==> config.mk <==
export PLATFORM = sky130hd
export DESIGN_NAME = cbma_arbiter
export DESIGN_NICKNAME = d
export VERILOG_FILES = /design/src/shared/cbma_pkg.sv /design/src/core/cbma_arbiter.sv
export SDC_FILE = /design/constraint.sdc
export NUM_CORES = 1
export LEC_CHECK = 0
export ABC_AREA = 0
export ABC_CLOCK_PERIOD_IN_PS = 2200
export BUFFER_PORTS_ARGS = -buffer_cell sky130_fd_sc_hd__clkbuf_2
export CORE_ASPECT_RATIO = 1.5
export CORE_MARGIN = 3
export CORE_UTILIZATION = 45
export CTS_CLUSTER_SIZE = 40
export DETAILED_ROUTE_END_ITERATION = 8
export PLACE_DENSITY = 0.74
export SLEW_MARGIN = 10
export SYNTH_ARGS = -nofsm -noshare
export SYNTH_HDL_FRONTEND = slang
export SYNTH_SLANG_ARGS = --single-unit
==> constraint.sdc <==
create_clock -name clk -period 2.2 [get_ports clk]
set_clock_uncertainty 0.2 [all_clocks]
set_input_delay 0.11 -clock clk [delete_from_list [all_inputs] [get_ports clk]]
set_output_delay 0.11 -clock clk [all_outputs]
set_load 0.01 [all_outputs]
==> src/shared/cbma_pkg.sv <==
// Package for the cluster bus master arbiter: widths, address map, latencies
// and the packed request and answer carriers.
// Assumes a single cluster clock shared by host, sequencer and targets.
package cbma_pkg;

    localparam int unsigned ADDR_W = 16;
    localparam int unsigned DATA_W = 32;
    localparam int unsigned BUF_DEPTH = 2;

    // Wait cycles per target class; total bus cycles are waits plus one.
    localparam logic [3:0] WAIT_ZERO = 4'h0;
    localparam logic [3:0] WAIT_ONE = 4'h1;
    localparam logic [3:0] WAIT_MULTI = 4'h3;

    // Address map, as base and mask pairs.
    localparam logic [15:0] CONV_BASE = 16'hF000;
    localparam logic [15:0] CONV_MASK = 16'hF000;
    localparam logic [15:0] SEQ_MEM_BASE = 16'hC000;
    localparam logic [15:0] SEQ_MEM_MASK = 16'hF000;
    localparam logic [15:0] BUF_MEM_BASE = 16'hD000;
    localparam logic [15:0] BUF_MEM_MASK = 16'hF000;
    localparam logic [15:0] ANGLE_MEM_BASE = 16'hE000;
    localparam logic [15:0] ANGLE_MEM_MASK = 16'hF000;
    localparam logic [15:0] SEQ_TRIG_BASE = 16'h0A00;
    localparam logic [15:0] SEQ_TRIG_MASK = 16'hFFF8;
    localparam logic [15:0] ONE_WAIT_BASE = 16'h0100;
    localparam logic [15:0] ONE_WAIT_MASK = 16'hFFC0;

    // Answer status codes.
    localparam logic [1:0] STS_OK = 2'h0;
    localparam logic [1:0] STS_DENIED = 2'h2;

    typedef struct packed {
        logic valid;
        logic write;
        logic [ADDR_W-1:0] addr;
        logic [DATA_W-1:0] wdata;
        logic [2:0] thread;
    } cbma_req_t;

    typedef struct packed {
        logic valid;
        logic [1:0] status;
        logic [DATA_W-1:0] rdata;
        logic [2:0] thread;
    } cbma_rsp_t;

    typedef enum logic [1:0] {
        CBMA_OWN_NONE,
        CBMA_OWN_CPU,
        CBMA_OWN_SEQ
    } cbma_own_t;

endpackage : cbma_pkg

==> src/core/cbma_arbiter.sv <==
// Cluster bus master arbiter: grants the cluster register bus to the host or
// to the sequencer master port, buffers delayed sequencer accesses and sends
// converter accesses straight through with zero wait.
// Assumes targets answer in the modelled wait count; single clock domain.
// Assumes the host holds off while cpu_busy is high and the sequencer only
// offers a request while seq_ready is high; read data from the cluster bus
// is taken on the last cycle of the access.
// Contract
// - Sequencer requests win the cluster bus over CPU requests.
// - Access lasts one, two or several cycles for zero, one, multi wait.
// - Ordinary registers and converter reads answer with zero wait.
// - Listed special control registers need exactly one wait cycle.
// - Memories and two sequencer trigger registers need several wait cycles.
// - Sequencer port cannot reach buffer memory or sequencer program memory.
// - Delayed sequencer accesses are held in master-port buffers.
// - Converter accesses use the same sequencer port and interfaces.
// - Converter accesses recognised by address range and forwarded out.
// - Converter accesses are zero wait and bypass the buffers.
// - After a delaying CPU access ends, the buffered access runs.
// - Routing-unit traffic is independent of master-port traffic.
`timescale 1ns/1ps
module cbma_arbiter
    import cbma_pkg::*;
(
    input wire logic clk,
    input wire logic reset,
    input wire cbma_req_t cpu_req,
    output cbma_rsp_t cpu_rsp,
    output logic cpu_busy,
    input wire cbma_req_t seq_req,
    output logic seq_ready,
    output cbma_rsp_t seq_rsp,
    input wire logic master_port_disable,
    output cbma_req_t bus_req,
    input wire logic [DATA_W-1:0] bus_rdata,
    output cbma_req_t conv_req,
    input wire logic [DATA_W-1:0] conv_rdata
);

    // Address classification, used for both requesters. The slow classes are
    // tested first so that a memory never falls into a faster class by an
    // overlapping mask.
    function automatic logic [3:0] wait_of(input logic [ADDR_W-1:0] a);
        if ((a & SEQ_MEM_MASK) == SEQ_MEM_BASE
            || (a & BUF_MEM_MASK) == BUF_MEM_BASE
            || (a & ANGLE_MEM_MASK) == ANGLE_MEM_BASE
            || (a & SEQ_TRIG_MASK) == SEQ_TRIG_BASE) begin
            return WAIT_MULTI;
        end else if ((a & ONE_WAIT_MASK) == ONE_WAIT_BASE) begin
            return WAIT_ONE;
        end
        return WAIT_ZERO;
    endfunction : wait_of

    function automatic logic is_conv(input logic [ADDR_W-1:0] a);
        return (a & CONV_MASK) == CONV_BASE;
    endfunction : is_conv

    function automatic logic seq_forbidden(input logic [ADDR_W-1:0] a);
        return (a & SEQ_MEM_MASK) == SEQ_MEM_BASE
            || (a & BUF_MEM_MASK) == BUF_MEM_BASE;
    endfunction : seq_forbidden

    // Buffer storage and bus ownership state.
    cbma_req_t buf_ff [BUF_DEPTH];
    cbma_req_t nxt_buf [BUF_DEPTH];
    logic [1:0] cnt_ff, nxt_cnt;
    logic rd_ff, nxt_rd;
    logic wr_ff, nxt_wr;
    cbma_own_t own_ff, nxt_own;
    cbma_req_t cur_ff, nxt_cur;
    logic [3:0] wait_ff, nxt_wait;
    cbma_req_t cpu_hold_ff, nxt_cpu_hold;
    cbma_rsp_t cpu_rsp_ff, nxt_cpu_rsp;
    cbma_rsp_t seq_rsp_ff, nxt_seq_rsp;
    cbma_req_t bus_ff, nxt_bus;
    cbma_req_t conv_ff, nxt_conv;
    logic seq_rdy_ff, nxt_seq_rdy;

    // Request decode for the current cycle. A request counts as taken only
    // when the port is ready and enabled, so a request held over several ready
    // cycles is taken once in each of them.
    logic seq_take, seq_is_conv, seq_bad;
    logic bus_idle, done;
    logic pop_seen;

    assign seq_take = seq_req.valid && seq_rdy_ff && !master_port_disable;
    assign seq_is_conv = is_conv(seq_req.addr);
    assign seq_bad = seq_forbidden(seq_req.addr);
    assign bus_idle = (own_ff == CBMA_OWN_NONE);
    assign done = !bus_idle && (wait_ff == WAIT_ZERO);
    // Whether a buffered entry leaves the buffer in this cycle.
    assign pop_seen = (bus_idle || done) && cnt_ff != 2'h0;

    // Arbitration, buffering and answer generation in one next-state step.
    always_comb begin
        cbma_req_t head;
        logic pop;
        logic push;
        logic seq_answering;
        head = buf_ff[rd_ff];
        pop = 1'b0;
        push = 1'b0;
        seq_answering = 1'b0;
        nxt_buf = buf_ff;
        nxt_rd = rd_ff;
        nxt_wr = wr_ff;
        nxt_own = own_ff;
        nxt_cur = cur_ff;
        nxt_wait = wait_ff;
        nxt_cpu_hold = cpu_hold_ff;
        nxt_cpu_rsp = '0;
        nxt_seq_rsp = '0;
        nxt_bus = '0;
        nxt_conv = '0;
        // Latch a CPU request; the host holds off while busy.
        if (cpu_req.valid && !cpu_hold_ff.valid) begin
            nxt_cpu_hold = cpu_req;
        end
        // Count down the running access; answer when the count runs out.
        if (!bus_idle) begin
            if (wait_ff != WAIT_ZERO) begin
                nxt_wait = wait_ff - 4'h1;
            end else begin
                nxt_own = CBMA_OWN_NONE;
                if (own_ff == CBMA_OWN_CPU) begin
                    nxt_cpu_rsp = '{1'b1, STS_OK, bus_rdata, cur_ff.thread};
                    nxt_cpu_hold = '0;
                end else begin
                    nxt_seq_rsp = '{1'b1, STS_OK, bus_rdata, cur_ff.thread};
                end
            end
        end
        // Converter accesses skip the buffers and the bus entirely.
        if (seq_take && seq_is_conv) begin
            nxt_conv = seq_req;
            nxt_seq_rsp = '{1'b1, STS_OK, conv_rdata, seq_req.thread};
        end else if (seq_take && seq_bad) begin
            nxt_seq_rsp = '{1'b1, STS_DENIED, '0, seq_req.thread};
        end else if (seq_take) begin
            push = 1'b1;
        end
        // Grant a free bus: buffered sequencer work first, then the host.
        // A host access that ends in this cycle is not granted again, since
        // its hold register is cleared at the same edge.
        if (bus_idle || done) begin
            if (cnt_ff != 2'h0) begin
                pop = 1'b1;
                nxt_own = CBMA_OWN_SEQ;
                nxt_cur = head;
                nxt_wait = wait_of(head.addr);
                nxt_bus = head;
            end else if (cpu_hold_ff.valid && !(done
                && own_ff == CBMA_OWN_CPU)) begin
                nxt_own = CBMA_OWN_CPU;
                nxt_cur = cpu_hold_ff;
                nxt_wait = wait_of(cpu_hold_ff.addr);
                nxt_bus = cpu_hold_ff;
            end
        end
        // A push lands in the write slot, so a pending head is kept.
        if (push) begin
            nxt_buf[wr_ff] = seq_req;
            nxt_wr = ~wr_ff;
        end
        if (pop) begin
            nxt_rd = ~rd_ff;
        end
        nxt_cnt = cnt_ff + {1'b0, push} - {1'b0, pop};
        // Ready drops when both slots would be full, and also for the one
        // cycle in which a sequencer bus access answers: the answer port has
        // a single slot, so a converter or refused answer taken then would
        // overwrite the bus answer and the thread would lose its data. This
        // trades some port throughput for answers that are never dropped.
        seq_answering = (nxt_own == CBMA_OWN_SEQ) && (nxt_wait == WAIT_ZERO);
        nxt_seq_rdy = !master_port_disable && (nxt_cnt < 2'(BUF_DEPTH))
            && !seq_answering;
    end

    // State registers only; every decision is made in the process above.
    always_ff @(posedge clk) begin
        if (reset) begin
            for (int i = 0; i < BUF_DEPTH; i++) begin
                buf_ff[i] <= '0;
            end
            cnt_ff <= 2'h0;
            rd_ff <= 1'b0;
            wr_ff <= 1'b0;
            own_ff <= CBMA_OWN_NONE;
            cur_ff <= '0;
            wait_ff <= WAIT_ZERO;
            cpu_hold_ff <= '0;
            cpu_rsp_ff <= '0;
            seq_rsp_ff <= '0;
            bus_ff <= '0;
            conv_ff <= '0;
            seq_rdy_ff <= 1'b0;
        end else begin
            buf_ff <= nxt_buf;
            cnt_ff <= nxt_cnt;
            rd_ff <= nxt_rd;
            wr_ff <= nxt_wr;
            own_ff <= nxt_own;
            cur_ff <= nxt_cur;
            wait_ff <= nxt_wait;
            cpu_hold_ff <= nxt_cpu_hold;
            cpu_rsp_ff <= nxt_cpu_rsp;
            seq_rsp_ff <= nxt_seq_rsp;
            bus_ff <= nxt_bus;
            conv_ff <= nxt_conv;
            seq_rdy_ff <= nxt_seq_rdy;
        end
    end

    // Outputs all come from flip-flops. The routing unit is not involved here,
    // so its traffic never sees this port's stalls.
    assign cpu_rsp = cpu_rsp_ff;
    assign cpu_busy = cpu_hold_ff.valid;
    assign seq_ready = seq_rdy_ff;
    assign seq_rsp = seq_rsp_ff;
    assign bus_req = bus_ff;
    assign conv_req = conv_ff;
endmodule : cbma_arbiter

* After elaboration in Yosys (flattened, before gate mapping) *
Cells that the tools add are included.

word-level totals
  memories = 0
  latch bits = 0
  input bits = 173
  ROM bits = 0
  register bits = 355
  logic and storage cells = 158
  memory bits (writable) = 0
  output and inout bits = 184

cells by class
  bitwise gates (word level) = 7
  multiply operators = 0
  reductions and logical operators = 38
  add/subtract/negate cells = 3
  shift-type cells = 0
  divide/modulo/power cells = 0
  magnitude comparators = 4
  mux-type cells = 50
  equal/unequal tests = 15

operators with widths
  cell                   number
  $mux W53               10
  $mux W38               6
  $bwmux W106            1
  $demux W53 S1          1
  $mux W4                11
  $eq A4 B4 Y1 const B   9
  $eq A13 B9 Y1 const B  2
  $eq A10 B3 Y1 const B  2
  $mux W1                14
  $logic_and A1 B1 Y1    12
  $mux W2                5
  $logic_not A4 Y1       2
  $logic_or A1 B1 Y1     8
  $mux W3                2
  $reduce_or A2 Y1       3
  $logic_not A1 Y1       5
  $not A1 Y1             5
  $reduce_or A5 Y1       1
  $ge A2 B2 Y1 const B   2
  $not A1 Y2             2
  $reduce_bool A2 Y1     2
  $reduce_bool A4 Y1     1
  $reduce_or A4 Y1       1
  $sub A4 B1 Y4 const B  1
  other kinds (9)        9

* Logic depth before layout (Yosys ltp) *
  depth after elaboration = 18
  gate-level depth with buffers = 12
  depth with buffers taken out = 12

* Worst setup path before layout *
No wires, ideal clock.

  path type = register -> register
  start point = register wait_ff[0]
  end point = register seq_rdy_ff, in the netlist seq_ready
  buffers on the path = 0
  setup slack = -0.194 ns
  required time = 1.926 ns
  library setup time = 0.074 ns
  arrival time = 2.120 ns
  stages on the path, launching flop included = 13
  period minus slack after synthesis = 2.394 ns
  cells stage by stage = dfxtp_1 inv_1 ha_1 nor3b_1 nor2_1 nor2_1 ha_1 inv_1 ha_1 xor2_1 xnor2_1 nand2_1 a31oi_1

on the way
  cells in the longest elaborated chain, start to end = 12
  elaborated cells on any way between the ends = 27
  classes of those cells = 2 x add/sub; 1 x order compare; 1 x eq/ne; 11 x mux; 12 x reduce/logical

RTL lines
  what                                                                    line                 RTL
  from (decl)                                                             cbma_arbiter.sv:72   logic [3:0] wait_ff, nxt_wait;
  from (signal assigned)                                                  cbma_arbiter.sv:205  wait_ff <= nxt_wait;
  parallel branches: the longest is 11 deep, another holds $sub A4 B1 Y4  n/a
  $logic_and A1 B1 Y1 *                                                   cbma_arbiter.sv:177  && !seq_answering;
  to (signal assigned)                                                    cbma_arbiter.sv:211  seq_rdy_ff <= nxt_seq_rdy;
  to (decl)                                                               cbma_arbiter.sv:78   logic seq_rdy_ff, nxt_seq_rdy;

Mark *: on every way between the ends.
A chain may end at the register's enable or synchronous reset.

* Worst setup path after layout *
Same ends and word-level chain as after synthesis.

==> results.ini <==
[cts]
cts_sinks = 352
clk_path_buf_depth = 3
clkLatencyLatePin_ns = 0.52
path_clk_slew_ns = 0.07
h-tree-depth = 2
cts_buffers = 34
tritoncts = yes
root_buffer = clkbuf_16

[layout]
final_common_cell = clkbuf_2
drive_above_1_share = 0.2650
finalInstanceArea_sq_mm = 0.01785
fin_nets = 2102
final_cells = 2289
syn2layout_area_growth_pct = 45.27
final_cell_mix = 352 x clkbuf_2, 349 x dfxtp_1, 333 x nand2_1
num-fill-cells = 2041

[power_and_ir_drop]
ir_drop_v = 0.0008173
power_density_mw_per_mm2 = 933.8
p_leak_uw = 0.007550

[yosys]
yosysWarningCount = 0
synth-simple-area-share = 0.2107
syn-cell-area_sq_mm = 0.01229
synth-edff-count = 0
synth_compound_area_frac = 0.1308
ys_types = 58
synth_top_family_by_area = simple AND/OR/NAND/NOR gates
synth-main-ff-cell = dfxtp_1
synthMuxAreaShare = 0.04420
synth_xor_area_frac = 0.002138
synthArstFlopShare = 0
syn_inst = 1381
synth-adder-area-share = 0.003055
synth-seq-cells = 352
yosysSeqAreaShare = 0.5735
synth_area_per_cell_sq_um = 8.897

[critical_path]
cp_cell_sequence = inv_2, ha_4, nor3b_4, nor2_4, nor2_4, ha_4, inv_2, ha_4, xor2_1, xnor2_1, nand2_1, a31oi_1
rrSetupSlack_ns = -0.03
crit_path_start_kind = flip-flop
cp_slowest_cell = dfxtp_2
slowest_delay_ns = 0.32
path_max_fanout = 3
cp.arrival_ns = 2.48
r2r_start = wait_ff[0]
worstRegToRegCells = 12
cp.required_ns = 2.45
crit_type = reg2reg
worst_setup_path_end_kind = flip-flop
r2r-end = seq_ready
crit_path_frequent_cell = ha_4

[die]
design.portCount = 357
die_y_um = 208.4
initial_core_util = 0.4607
rows = 73
die-area_sq_mm = 0.02936
die_w_um = 140.9
core_area_sq_mm = 0.02667

[worst_hold_path]
holdCritStartpoint = seq_req[52]
hold_class = in2reg
hold_end = conv_req[52]
min_path_cells = 5

[run_status]
violations = setup timing
outcome = finished, violations left

[timing]
rsz0062_at_grt = true
tightest_slew_ns = 0.5164
hold_viol = 0
tns_ns = -0.03048
period_minus_slack_ns = 2.230
finalMaxSlewViolations = 0
max_slew_margin = 0.6552
post-route-period-util = 1.014
setup_viol = 1
fmax_mhz = 448.3
setup_ws_ns = -0.03048
hold_slack_ns = 0.05023

[global_route]
grt_pass1_vias = 12170
grt_max_degree = 52
antenna_found_initial = 1
grt_usage = 0.2723
gr-total-overflow = 0
grt_pass1_wl_um = 64210

[drt]
via_per_inst = 5.137
dr.pass1.iters = 5
dr.first_iter.drc_count = 658
routedWlPerCell_um = 18.01
via_count = 11760
drc = 0
finalWirelength_um = 41220
ant_nets = 0

[placement]
portBuffers = 353
place_congestion = 0.8485
placed_area_sq_mm = 0.01478
place_ws_ns = -0.1011
dp_hpwl_um = 26350
place_inst = 2036

[run]
cap_violations = 0

power breakdown:
group / total [uW] / switching [uW] / internal, uW
Combinational: 3720 / 2050 / 1660
Clock: 5950 / 2490 / 3450
Sequential: 7010 / 253 / 6750
Total: 16700 / 4800 / 11900
registers in the layout, indices dropped and copies added, names as in the netlist, 3 cells and up:
name,count
cpu_hold_ff,52
conv_req,53
wait_ff,4
seq_rsp,37
cur_ff,3
buf_ff,106
bus_req,53
cpu_rsp,36
layout make-up:
cell class / count / area, sq um / share of cell area
Clock inverter: 13 / 128.9 / 0.007220
Inverter: 5 / 18.77 / 0.001052
Sequential cell: 352 / 7053 / 0.3952
Antenna cell: 1 / 2.502 / 0.0001402
Multi-Input combinational cell: 931 / 4952 / 0.2775
Tap cell: 337 / 421.7 / 0.02362
Timing Repair Buffer: 602 / 4264 / 0.2389
Clock buffer: 48 / 1007 / 0.05643
how the worst max path moves through the flow:
stage,from,end,cells past startpoint
6_report,wait_ff[0],seq_ready,12
5_1_grt,wait_ff[0],seq_ready,12
4_1_cts,wait_ff[1],seq_ready,12
3_5_place_dp,wait_ff[1],seq_ready,7
3_3_place_gp,wait_ff[1],seq_ready,7
2_1_floorplan,wait_ff[0],seq_ready,12
critical path, delay by kind of cell, from the launching register on:
family / cells / cell delay (ns)
AO/OA/AOI/OAI: 1 / 0.15
AND/OR/NAND/NOR: 4 / 0.56
buffers and inverters: 2 / 0.13
XOR/XNOR: 2 / 0.33
flip-flops: 1 / 0.32
adder cells (fa/ha/maj): 3 / 0.47
metal layers:
layer | GRT usage | vias up | part of all wire
met5 | 0 | - | 0
met1 | 0.2898 | 5504 | 0.37
met2 | 0.4997 | 502 | 0.51
met4 | 0.1431 | 0 | 0.056
li1 | - | 5618 | -
met3 | 0.05427 | 135 | 0.065
through the flow:
stage	power [uW]	utilization
2_1_floorplan	8941	-
3_3_place_gp	10280	0.5540
3_5_place_dp	10320	0.5540
4_1_cts	16570	0.6661
5_1_grt	17310	0.6692
6_report	16670	0.6692
repair_timing:
item / CTS / global route
resized for setup: 6 / 6
pin swaps: 6 / 10
setup buffers: 4 / 6
hold buffers: 180 / 0
hold endpoints to repair: 289 / 0
cloned: 0 / 1
setup endpoints to repair: 51 / 21
cell families after synthesis:
logic type,Yosys count
adders and majority gates,3
DFF,352
AOI/OAI and AO/OA,277
xor gates and xnor gates,3
buffers and inverters,101
and+or+nand+nor,590
other,1
muxes,54
Yosys cell counts (2+ instances only):
| cell | instances | area (sq um) |
|---|---|---|
| mux2i_1 | 52 | 520.5 |
| o21ai_0 | 3 | 15.01 |
| mux2_2 | 2 | 22.52 |
| nor3b_1 | 4 | 30.03 |
| a21oi_1 | 219 | 1096 |
| nor3_2 | 2 | 20.02 |
| inv_1 | 5 | 18.77 |
| buf_4 | 4 | 30.03 |
| xnor2_1 | 2 | 17.52 |
| dfxtp_1 | 352 | 7047 |
| nor3_1 | 10 | 50.05 |
| nor2_1 | 124 | 465.5 |
| or2_2 | 3 | 18.77 |
| nor4_1 | 3 | 18.77 |
| buf_2 | 26 | 130.1 |
| o22ai_1 | 2 | 12.51 |
| buf_1 | 4 | 15.01 |
| ha_1 | 3 | 37.54 |
| a221oi_2 | 2 | 30.03 |
| nand2_1 | 334 | 1254 |
| a31oi_1 | 2 | 12.51 |
| or2_0 | 3 | 18.77 |
| and2_1 | 84 | 525.5 |
| clkbuf_1 | 61 | 229.0 |
| o21ai_1 | 2 | 10.01 |
| nand2b_1 | 3 | 18.77 |
| or4_1 | 4 | 30.03 |
| nor2b_1 | 5 | 31.28 |
| a22o_1 | 32 | 280.3 |
No activity file was read; power rests on OpenSTA's default activity.
